<file path="config.mk">
export PLATFORM = sky130hd
export DESIGN_NAME = cab_alu_core
export DESIGN_NICKNAME = d
export VERILOG_FILES = /design/src/hw/cab_pkg.sv /design/src/hw/cab_pin_sync.sv /design/src/hw/cab_alu_core.sv
export VERILOG_INCLUDE_DIRS = /design/src /design/src/hw
export SDC_FILE = /design/constraint.sdc
export NUM_CORES = 1
export LEC_CHECK = 0
export ABC_AREA = 1
export CAP_MARGIN = 10
export CORE_ASPECT_RATIO = 1.25
export CORE_UTILIZATION = 46
export CTS_CLUSTER_DIAMETER = 60
export CTS_CLUSTER_SIZE = 40
export DETAILED_ROUTE_END_ITERATION = 10
export DONT_BUFFER_PORTS = 1
export PLACE_DENSITY = 0.68
export SYNTH_ARGS = -nofsm -noshare
export SYNTH_HDL_FRONTEND = slang
export SYNTH_SLANG_ARGS = --single-unit
export TNS_END_PERCENT = 100
</file>
<file path="constraint.sdc">
create_clock -name mclk_i -period 3.9 [get_ports mclk_i]
set_input_delay 0.585 -clock mclk_i [delete_from_list [all_inputs] [get_ports mclk_i]]
set_output_delay 0.585 -clock mclk_i [all_outputs]
set_load 0.01 [all_outputs]
</file>
<file path="src/hw/cab_params.svh">
// Constants for the ALU, bit and skip block: offsets, field positions, resets
`ifndef CAB_PARAMS_SVH
`define CAB_PARAMS_SVH

// ==========================================================================
// Register offsets on the plain register port
// ==========================================================================
`define CAB_REG_ACC 2'h0
`define CAB_REG_STATUS 2'h1
`define CAB_REG_CTRL 2'h2
`define CAB_REG_RESULT 2'h3

// ==========================================================================
// Field positions
// ==========================================================================
`define CAB_STATUS_CARRY_BIT 0
`define CAB_STATUS_NIBBLE_BIT 1
`define CAB_STATUS_ZERO_BIT 2
`define CAB_CTRL_ENABLE_BIT 0

// ==========================================================================
// Reset values
// ==========================================================================
`define CAB_ACC_RST 8'h00
`define CAB_RESULT_RST 8'h00
`define CAB_FLAG_RST 1'h0
`define CAB_ENABLE_RST 1'h1
`define CAB_PINS_RST 8'h00

`endif

</file>
<file path="src/hw/cab_pkg.sv">
// Types shared by the ALU, bit and skip block
`default_nettype none
package cab_pkg;

  // ========================================================================
  // Operation select from the instruction sequencer
  // ========================================================================
  typedef enum logic [2:0] {
    CAB_ADD_LITERAL_TO_ACC,
    CAB_AND_LITERAL_WITH_ACC,
    CAB_ADD_ACC_AND_FILE,
    CAB_AND_ACC_WITH_FILE,
    CAB_FILE_BIT_CLEAR_OP,
    CAB_FILE_BIT_SET_OP,
    CAB_SKIP_IF_BIT_ZERO_OP,
    CAB_IDLE_INSTRUCTION
  } cab_op_t;

  // ========================================================================
  // Execution state
  // ========================================================================
  typedef enum logic {
    CAB_ST_RUN,
    CAB_ST_SQUASH
  } cab_state_t;

  typedef struct packed {
    logic [7:0] acc;
    logic carry;
    logic nibble_carry;
    logic zero;
    logic enable;
    cab_state_t state;
    logic skip;
    logic file_we;
    logic [6:0] file_waddr;
    logic [7:0] file_wdata;
    logic [7:0] result;
    logic [7:0] rdata;
  } cab_core_t;

  typedef struct packed {
    logic [7:0] meta;
    logic [7:0] stable;
  } cab_sync_t;

endpackage
`default_nettype wire

</file>
<file path="src/hw/cab_pin_sync.sv">
// Two-flop synchroniser for the I/O port pin levels
`timescale 1ns/1ps
`default_nettype none
`include "cab_params.svh"

module cab_pin_sync (
  input wire logic mclk_i,
  input wire logic reset_n_i,
  input wire logic [7:0] pins_i,
  output logic [7:0] pins_o
);
  import cab_pkg::*;

  cab_sync_t s_q;
  cab_sync_t s_d;

  // ========================================================================
  // First stage feeds only the second stage
  // ========================================================================
  always_comb begin
    s_d = s_q;
    s_d.meta = pins_i;
    s_d.stable = s_q.meta;
  end

  always_ff @(posedge mclk_i or negedge reset_n_i) begin
    if (!reset_n_i) begin
      s_q.meta <= `CAB_PINS_RST;
      s_q.stable <= `CAB_PINS_RST;
    end else begin
      s_q <= s_d;
    end
  end

  assign pins_o = s_q.stable;

endmodule
`default_nettype wire

</file>
<file path="src/hw/cab_alu_core.sv">
// Accumulator ALU with bit set/clear and bit-test skip for the 8-bit core
// Summary of operation
// - Add-literal puts acc plus literal in acc; sets carry, nibble, zero.
// - AND-literal puts acc AND literal in acc; only zero changes.
// - Add-file adds acc and file reg 0 to 127; sets carry, nibble, zero.
// - AND-file ANDs acc with the file register; only zero changes.
// - File ops: destination 0 writes the acc, 1 writes the file register.
// - Bit clear zeroes the indexed bit of the file register; no flag moves.
// - Bit set forces the indexed bit of the file register to one; no flag.
// - Bit test lets the next op run when the bit is one; no flag changes.
// - A zero tested bit turns the fetched next op into an idle slot.
// - Read-modify-write of a port register reads pins, not the latch.
`timescale 1ns/1ps
`default_nettype none
`include "cab_params.svh"

module cab_alu_core (
  input wire logic mclk_i,
  input wire logic reset_n_i,
  // Sequencer side
  input wire logic op_valid_i,
  input wire cab_pkg::cab_op_t op_code_i,
  input wire logic [6:0] file_addr_i,
  input wire logic [2:0] bit_idx_i,
  input wire logic dest_file_i,
  input wire logic [7:0] literal_i,
  output logic skip_o,
  // File register space
  input wire logic [7:0] file_rdata_i,
  input wire logic file_is_port_i,
  input wire logic [7:0] port_pins_i,
  output logic file_we_o,
  output logic [6:0] file_waddr_o,
  output logic [7:0] file_wdata_o,
  // State
  output logic [7:0] acc_o,
  output logic carry_flag_o,
  output logic nibble_carry_flag_o,
  output logic zero_flag_o,
  // Register port
  input wire logic [1:0] reg_addr_i,
  input wire logic [7:0] reg_wdata_i,
  input wire logic reg_we_i,
  input wire logic reg_re_i,
  output logic [7:0] reg_rdata_o
);
  import cab_pkg::*;

  cab_core_t s_q;
  cab_core_t s_d;
  logic [7:0] pins_sync;
  logic [7:0] operand;
  logic [7:0] res;
  logic [9:0] addv;
  logic run;
  logic squash;

  // ========================================================================
  // Helpers
  // ========================================================================
  // Returns {carry out of bit 7, carry out of bit 3, sum}
  function automatic logic [9:0] add_with_flags(input logic [7:0] a,
                                                input logic [7:0] b);
    logic [4:0] lo;
    logic [8:0] full;
    lo = {1'b0, a[3:0]} + {1'b0, b[3:0]};
    full = {1'b0, a} + {1'b0, b};
    add_with_flags = {full[8], lo[4], full[7:0]};
  endfunction

  function automatic logic [7:0] bit_mask(input logic [2:0] idx);
    bit_mask = 8'h01 << idx;
  endfunction

  function automatic logic is_zero(input logic [7:0] v);
    is_zero = (v == 8'h00);
  endfunction

  // ========================================================================
  // Pin levels for port reads
  // ========================================================================
  // Pins are two cycles old when used; fine for software-paced port access
  cab_pin_sync u_pin_sync (
    .mclk_i(mclk_i),
    .reset_n_i(reset_n_i),
    .pins_i(port_pins_i),
    .pins_o(pins_sync)
  );

  // ========================================================================
  // Read operand select
  // ========================================================================
  // The file write leaves one cycle late, so a back-to-back op on the
  // same address would read a stale value without this forward
  always_comb begin
    if (file_is_port_i) begin
      operand = pins_sync;
    end else if (s_q.file_we && (s_q.file_waddr == file_addr_i)) begin
      operand = s_q.file_wdata;
    end else begin
      operand = file_rdata_i;
    end
  end

  // ========================================================================
  // Next state
  // ========================================================================
  always_comb begin
    s_d = s_q;
    s_d.file_we = 1'b0;
    s_d.skip = 1'b0;
    s_d.rdata = 8'h00;
    res = 8'h00;
    addv = 10'h000;
    run = op_valid_i && s_q.enable && (s_q.state == CAB_ST_RUN);
    squash = op_valid_i && s_q.enable && (s_q.state == CAB_ST_SQUASH);

    // Software writes first, so an op in the same cycle wins
    if (reg_we_i) begin
      if (reg_addr_i == `CAB_REG_ACC) begin
        s_d.acc = reg_wdata_i;
      end else if (reg_addr_i == `CAB_REG_STATUS) begin
        s_d.carry = reg_wdata_i[`CAB_STATUS_CARRY_BIT];
        s_d.nibble_carry = reg_wdata_i[`CAB_STATUS_NIBBLE_BIT];
        s_d.zero = reg_wdata_i[`CAB_STATUS_ZERO_BIT];
      end else if (reg_addr_i == `CAB_REG_CTRL) begin
        s_d.enable = reg_wdata_i[`CAB_CTRL_ENABLE_BIT];
      end
    end

    if (reg_re_i) begin
      if (reg_addr_i == `CAB_REG_ACC) begin
        s_d.rdata = s_q.acc;
      end else if (reg_addr_i == `CAB_REG_STATUS) begin
        s_d.rdata[`CAB_STATUS_CARRY_BIT] = s_q.carry;
        s_d.rdata[`CAB_STATUS_NIBBLE_BIT] = s_q.nibble_carry;
        s_d.rdata[`CAB_STATUS_ZERO_BIT] = s_q.zero;
      end else if (reg_addr_i == `CAB_REG_CTRL) begin
        s_d.rdata[`CAB_CTRL_ENABLE_BIT] = s_q.enable;
      end else if (reg_addr_i == `CAB_REG_RESULT) begin
        s_d.rdata = s_q.result;
      end else begin
        s_d.rdata = 8'h00;
      end
    end

    // Discarded slot: the fetched op has no effect at all
    if (squash) begin
      s_d.state = CAB_ST_RUN;
    end

    if (run) begin
      case (op_code_i)
        CAB_ADD_LITERAL_TO_ACC: begin
          addv = add_with_flags(s_q.acc, literal_i);
          res = addv[7:0];
          s_d.acc = res;
          s_d.carry = addv[9];
          s_d.nibble_carry = addv[8];
          s_d.zero = is_zero(res);
          s_d.result = res;
        end
        CAB_AND_LITERAL_WITH_ACC: begin
          res = s_q.acc & literal_i;
          s_d.acc = res;
          s_d.zero = is_zero(res);
          s_d.result = res;
        end
        CAB_ADD_ACC_AND_FILE: begin
          addv = add_with_flags(s_q.acc, operand);
          res = addv[7:0];
          s_d.carry = addv[9];
          s_d.nibble_carry = addv[8];
          s_d.zero = is_zero(res);
          s_d.result = res;
          if (dest_file_i) begin
            s_d.file_we = 1'b1;
            s_d.file_waddr = file_addr_i;
            s_d.file_wdata = res;
          end else begin
            s_d.acc = res;
          end
        end
        CAB_AND_ACC_WITH_FILE: begin
          res = s_q.acc & operand;
          s_d.zero = is_zero(res);
          s_d.result = res;
          if (dest_file_i) begin
            s_d.file_we = 1'b1;
            s_d.file_waddr = file_addr_i;
            s_d.file_wdata = res;
          end else begin
            s_d.acc = res;
          end
        end
        CAB_FILE_BIT_CLEAR_OP: begin
          res = operand & ~bit_mask(bit_idx_i);
          s_d.file_we = 1'b1;
          s_d.file_waddr = file_addr_i;
          s_d.file_wdata = res;
          s_d.result = res;
        end
        CAB_FILE_BIT_SET_OP: begin
          res = operand | bit_mask(bit_idx_i);
          s_d.file_we = 1'b1;
          s_d.file_waddr = file_addr_i;
          s_d.file_wdata = res;
          s_d.result = res;
        end
        CAB_SKIP_IF_BIT_ZERO_OP: begin
          // Bit one: fall through, flags untouched
          if ((operand & bit_mask(bit_idx_i)) == 8'h00) begin
            s_d.state = CAB_ST_SQUASH;
            s_d.skip = 1'b1;
          end else begin
            s_d.state = CAB_ST_RUN;
          end
        end
        default: begin
          s_d.state = CAB_ST_RUN;
        end
      endcase
    end
  end

  // ========================================================================
  // State register
  // ========================================================================
  always_ff @(posedge mclk_i or negedge reset_n_i) begin
    if (!reset_n_i) begin
      s_q.acc <= `CAB_ACC_RST;
      s_q.carry <= `CAB_FLAG_RST;
      s_q.nibble_carry <= `CAB_FLAG_RST;
      s_q.zero <= `CAB_FLAG_RST;
      s_q.enable <= `CAB_ENABLE_RST;
      s_q.state <= CAB_ST_RUN;
      s_q.skip <= 1'b0;
      s_q.file_we <= 1'b0;
      s_q.file_waddr <= 7'h00;
      s_q.file_wdata <= 8'h00;
      s_q.result <= `CAB_RESULT_RST;
      s_q.rdata <= 8'h00;
    end else begin
      s_q <= s_d;
    end
  end

  // ========================================================================
  // Outputs
  // ========================================================================
  assign skip_o = s_q.skip;
  assign file_we_o = s_q.file_we;
  assign file_waddr_o = s_q.file_waddr;
  assign file_wdata_o = s_q.file_wdata;
  assign acc_o = s_q.acc;
  assign carry_flag_o = s_q.carry;
  assign nibble_carry_flag_o = s_q.nibble_carry;
  assign zero_flag_o = s_q.zero;
  assign reg_rdata_o = s_q.rdata;

endmodule
`default_nettype wire

</file>
## Yosys cells after proc, flatten, opt, wreduce, memory -nomap -nowiden

Cells that the tools add are included.

| cells by class | value |
|---|---|
| equal/unequal tests | 12 |
| multiplexer cells | 30 |
| reduce and logical (&&, ||, !) cells | 17 |
| bitwise logic cells | 9 |
| $add $sub $neg | 4 |
| shift-type cells | 1 |

Operators with widths:

| cell | count |
|---|---|
| 2-to-1 mux 8 bit | 8 |
| case mux 16 bit (4 select lines) | 1 |
| case mux 8 bit (6 select lines) | 1 |
| zero test 8 bit | 5 |
| AND 8 bit | 4 |
| 2-to-1 mux 16 bit | 2 |
| case mux 8 bit (4 select lines) | 1 |
| 2-to-1 mux 26 bit | 1 |
| adder 8 x 8 -> 9 bit | 2 |
| 2-to-1 mux 12 bit | 1 |
| 2-to-1 mux 11 bit | 1 |
| adder 4 x 4 -> 5 bit | 2 |
| equality test 3 bit, second input constant | 3 |
| NOT 8 bit | 1 |
| OR 8 bit | 1 |
| AND reduction 4 bit | 2 |
| left shift 1 x 3 -> 8 bit, first input constant | 1 |
| equality test 7 bit | 1 |
| 2-to-1 mux 7 bit | 1 |
| equality test 3 x 2 -> 1 bit, second input constant | 2 |
| 2-to-1 mux 1 bit | 6 |
| 2-to-1 mux 3 bit | 2 |
| nonzero test 6 bit | 1 |
| OR reduction 6 bit | 1 |
| other kinds (15) | 22 |

| storage, ports and cells | value |
|---|---|
| bits in registers | 62 |
| bits of input ports | 54 |
| word-level logic and storage cells | 87 |
| output and inout port bits | 36 |

## Longest topological paths before layout

| depth | value |
|---|---|
| depth in word-level cells | 9 |
| mapped depth | 26 |
| depth with buffers taken out | 25 |

## Cells and area by module

From an unflattened synthesis, not the netlist that was laid out.

| unflattened totals | value |
|---|---|
| cell total of the unflattened synthesis | 680 |
| area total of the unflattened synthesis | 4797.1 µm² |

By module, submodules not included:

| module | instances | cells an instance | sequential area each (µm²) | area each (µm²) |
|---|---|---|---|---|
| cab_alu_core | 1 | 664 | 1152.4 | 4396.7 |
| cab_pin_sync | 1 | 16 | 400.4 | 400.4 |

## Worst setup path after synthesis

No wires, ideal clock.

| timing path | value |
|---|---|
| kind | input port to flip-flop |
| from | in file_addr_i[6] |
| to | reg s_q[14] in the netlist's numbering |
| required time | 3784 ps |
| setup slack | 704 ps |
| path buffers | 1 |
| arrival time | 3079 ps |
| stages on the path | 23 |
| library setup time | 116 ps |
| cell sequence | xnor2_1 nand2_1 nor2_2 nand2_2 buf_6 nand2_2 nand2_1 nand2_1 nand2_1 inv_1 ha_1 inv_1 fa_1 nand3b_1 nand2_1 a21oi_1 or2_2 nand2_1 o21ai_0 nor2_1 nand3_1 nand2_1 nand2_1 |

| on the way | value |
|---|---|
| word-level cells in the longest chain between the ends | 6 |

Ends and longest elaborated chain:

| what | RTL line | RTL |
|---|---|---|
| start, declared | cab_alu_core.sv:23 | `input wire logic [6:0] file_addr_i,` |
| equality test 7 bit (*) | cab_alu_core.sv:98 | `end else if (s_q.file_we && (s_q.file_waddr == file_addr_i)) begin` |
| logical AND 1 bit (*) | cab_alu_core.sv:98 |  |
| 2-to-1 mux 8 bit (*) | cab_alu_core.sv:98 |  |
| 2-to-1 mux 8 bit (*) | cab_alu_core.sv:96 | `if (file_is_port_i) begin` |
| adder 8 x 8 -> 9 bit, or another cell as far along | cab_alu_core.sv:67 | `full = {1'b0, a} + {1'b0, b};` |
| case mux 8 bit (6 select lines) (*) | cab_alu_core.sv:153 | `case (op_code_i)` |
| end, declared | cab_alu_core.sv:49 | `cab_core_t s_q;` |

Mark *: on every way between the ends. The rest lies on a longest branch, timed or not.
A chain may end at the register's enable or synchronous reset.

==> reports/metrics.csv <==
stage;metric;value;unit
outcome;status;finished, final reports clean;
timing;post-route minimum period;3.548;ns
timing;unrepaired setup endpoints after global routing;false;
synth;Post-synth top cells;nand2_1 (179), inv_1 (97), dfrtp_1 (61);
worst_setup_path;Worst Reg-to-Reg Cells;23;
timing;Layout Skew;0.006289;ns
cells_and_area;final instance area;4916;sq um
cts;CTS tree;yes;
placed_design;Post-DP HPWL;11.08;mm
global_route;vias in the first global route;4206;
cts;clock root buffer;clkbuf_16;
cts;clock transition at the registers of the reported paths;0.05;ns
placed_design;I/O Buffers;0;
power;Pwr Density;571.6;nW/um^2
timing;Final Hold Vio Count;0;
synth;Netlist Area Pre-Place;4717;sq um
worst_setup_path;CP Capture Type;register;
timing;Final Cycle Share;90.96;%
timing;setup TNS;0;ns
synth;ranking of synthesized cells by area;dfrtp_1 (32%), nand2_1 (14%), inv_1 (7.7%), ha_1 (6.6%), buf_4 (5.1%);
synth;Syn Nets;752;
cells_and_area;Area Growth Syn to Fin;4.217;%
timing;Least-Margin Pin Slew;0.6961;ns
die;Die H;115.2;microns
synth;Synth cell types;48;
hold_path;Hold Crit Class;in -> async;
global_route;GR Overflow Total;0;
synth;Synth Flop Type;dfrtp_1;
detailed_routing;total vias in the final route;4257;
synth;Mapped Avg Cell Area;7.030;sq um
placed_design;dpl cell area;4584;sq um
placed_design;GPL Wtd Cong;0.9697;
global_route;initial antenna violation count;0;
power;Peak VDD IR;0.2362;mV
worst_setup_path;Worst Path Class, Setup;reg -> reg;
placed_design;Place WS;0.09930;ns
detailed_routing;TritonRoute pass-1 iters;5;
timing;final worst setup slack;0.3524;ns
synth;Syn Inst Count;671;
cells_and_area;fin nets;723;
die;core area;9809;sq um
cells_and_area;layout cells sized above 1;6.646;%
timing;final hold slack;0.09237;ns
global_route;Total Routing Usage GR;27.88;%
detailed_routing;vias per cell;5.507;
timing;Slew HR;53.11;%
job;Max Cap Viol;0;
die;Initial Utilization;48.09;%
detailed_routing;WL/cell;17.92;microns
die;chip width;92.58;microns
cts;worst skew pair latency;0.34;ns
synth;most instantiated library cell after synthesis;nand2_1;
synth;Yosys reg bits;62;
synth;Async SR Flop Fraction;100.0;%
timing;Max Clock Freq;281.9;MHz
global_route;first-pass GRT wire length;22.09;mm
worst_setup_path;CP Launch Type;register;
cts;Num CTS Buffers;9;
worst_setup_path;CP required;4.11;ns
power;Leakage Power;2.569;nW
cells_and_area;Inserted Diodes;0;
cts;Clock Path Buffers;2;
synth;Yosys top cell by area;dfrtp_1;
synth;number of synthesized flops with an enable pin;0;
detailed_routing;Final ANT Viol Nets;0;
worst_setup_path;worst endpoint data arrival time;3.75;ns
cts;number of clock sinks;62;
synth;top-area cell type share of the netlist area;32.36;%
die;full die area;10670;sq um
global_route;largest net degree at the start of global routing;62;
timing;Max Slew Vio Count;0;
die;row count;40;
detailed_routing;Routed WL;13.86;mm
worst_setup_path;Crit Path Max Fanout;12;
cts;CTS HTree Levels;3;
timing;# setup viols final;0;
detailed_routing;DRT iter0 DRCs;232;
cells_and_area;utilization after layout;50.11;%
synth;YS warnings;0;
detailed_routing;DRC viols;0;
cells_and_area;Fill cells;1031;
synth;register area share after synthesis;32.92;%
die;Top Ports;90;
cells in the final DEF (no fill, tap or decap), drive strengths merged:
cell type | Yosys | layout
nand2 | 184 | 184
inv | 99 | 100
dfrtp | 61 | 61
nand3 | 49 | 49
o21ai | 48 | 48
a21oi | 41 | 41
nor2 | 40 | 40
ha | 25 | 25
nor3 | 14 | 14
clkbuf | 1 | 10
or2 | 9 | 9
xnor2 | 6 | 6
clkinv | 2 | 6
nand4 | 5 | 5
a22oi | 5 | 5
mux2i | 4 | 4
xor2 | 4 | 4
o22ai | 4 | 4
o211ai | 4 | 4
nor4 | 3 | 3
a211oi | 3 | 3
and2 | 2 | 2
nand3b | 2 | 2
a21boi | 2 | 2
a31oi | 2 | 2
a21o | 2 | 2
fa | 2 | 2
o21a | 1 | 1
and3 | 1 | 1
o221ai | 1 | 1
o211a | 1 | 1
o32ai | 1 | 1
mux2 | 1 | 1
o22a | 1 | 1
bufinv | 0 | 1
buf | 40 | 1
dfstp | 1 | 1
final timing paths:
check                                        to  slack, ns              start
min reg2reg                u_pin_sync.pins_o[1]       0.35  u_pin_sync.s_d[1]
max reg2reg                            acc_o[6]       0.35    file_waddr_o[1]
min                                     s_q[34]       0.09          reset_n_i
max in group asynchronous  u_pin_sync.pins_o[7]       3.52          reset_n_i
max                                    acc_o[6]       0.35    file_waddr_o[1]
min in group mclk_i           u_pin_sync.s_d[3]       0.27     port_pins_i[3]
stage by stage:
step           power (W)  std cells
2_1_floorplan   0.001849        671
4_1_cts         0.002821        773
5_1_grt         0.003015        773
3_3_place_gp    0.001987        756
6_report        0.002810        773
3_5_place_dp    0.001997        756
registers in the layout, summed over array words and instances, names as in the netlist:
register	count
acc_o	8
carry_flag_o	1
file_waddr_o	7
file_wdata_o	8
file_we_o	1
nibble_carry_flag_o	1
reg_rdata_o	8
s_q	10
skip_o	1
u_pin_sync.pins_o	8
u_pin_sync.s_d	8
zero_flag_o	1
what timing repair did:
action	4_1_cts	5_1_grt
buffers inserted	0	0
hold endpoints to repair	61	0
resized for setup	0	2
setup endpoints to repair	0	3
hold buffers	1	0
where the power goes:
part           leakage (nW)  switching (W)  internal (W)  total, W
combinational          1.66       0.000617      0.000347  0.000964
clock                 0.147       0.000302      0.000499  0.000801
sequential            0.758       0.000238      0.000808   0.00105
total                  2.57        0.00116       0.00165   0.00281
logic make-up (layout without fill, tap and decap cells):
| family | Yosys count | count (layout) | synth area share, % |
|---|---|---|---|
| and+or+nand+nor | 309 | 309 | 28.49 |
| buffers and inverters | 142 | 118 | 14.19 |
| AOI/OAI and AO/OA | 116 | 116 | 13.98 |
| DFF | 62 | 62 | 32.92 |
| adders and majority gates | 27 | 27 | 7.480 |
| xor gates and xnor gates | 10 | 10 | 1.857 |
| muxes | 5 | 5 | 1.088 |
area by class of cell:
type                            instances  area [sq um]  area share, %
Multi-Input combinational cell        467          2500          50.85
Sequential cell                        62          1553          31.59
Inverter                              101         379.1          7.712
Clock buffer                           10         229.0          4.658
Tap cell                              126         157.7          3.207
Clock inverter                          6         70.07          1.425
Timing Repair Buffer                    1         27.53         0.5599
per-layer routing:
metal,vias to the layer above,part of all wire (%),GRT usage (%)
met4,0,4.8,15.94
met2,148,50,48.05
met5,-,0,0
li1,2077,-,-
met3,40,5.1,6.019
met1,1992,40,31.91
critical path, stage by stage (launching register included):
cell and delay, ns:
dfrtp_1 0.43, inv_1 0.07, nand2_1 0.06, nand2_1 0.05, inv_1 0.05, nand2_1 0.05, nor2_2 0.21, nand2_2 0.22
nand2_2 0.11, nand2_1 0.05, nand2_1 0.06, nand2_1 0.08, inv_1 0.08, ha_1 0.16, inv_1 0.06, fa_1 0.41
nand3b_1 0.17, nand2_1 0.11, a21oi_1 0.08, or2_2 0.29, nand2_1 0.08, o21ai_1 0.18, o21ai_0 0.24, a21boi_0 0.11
Note: power is estimated with default switching activity, not from simulation.
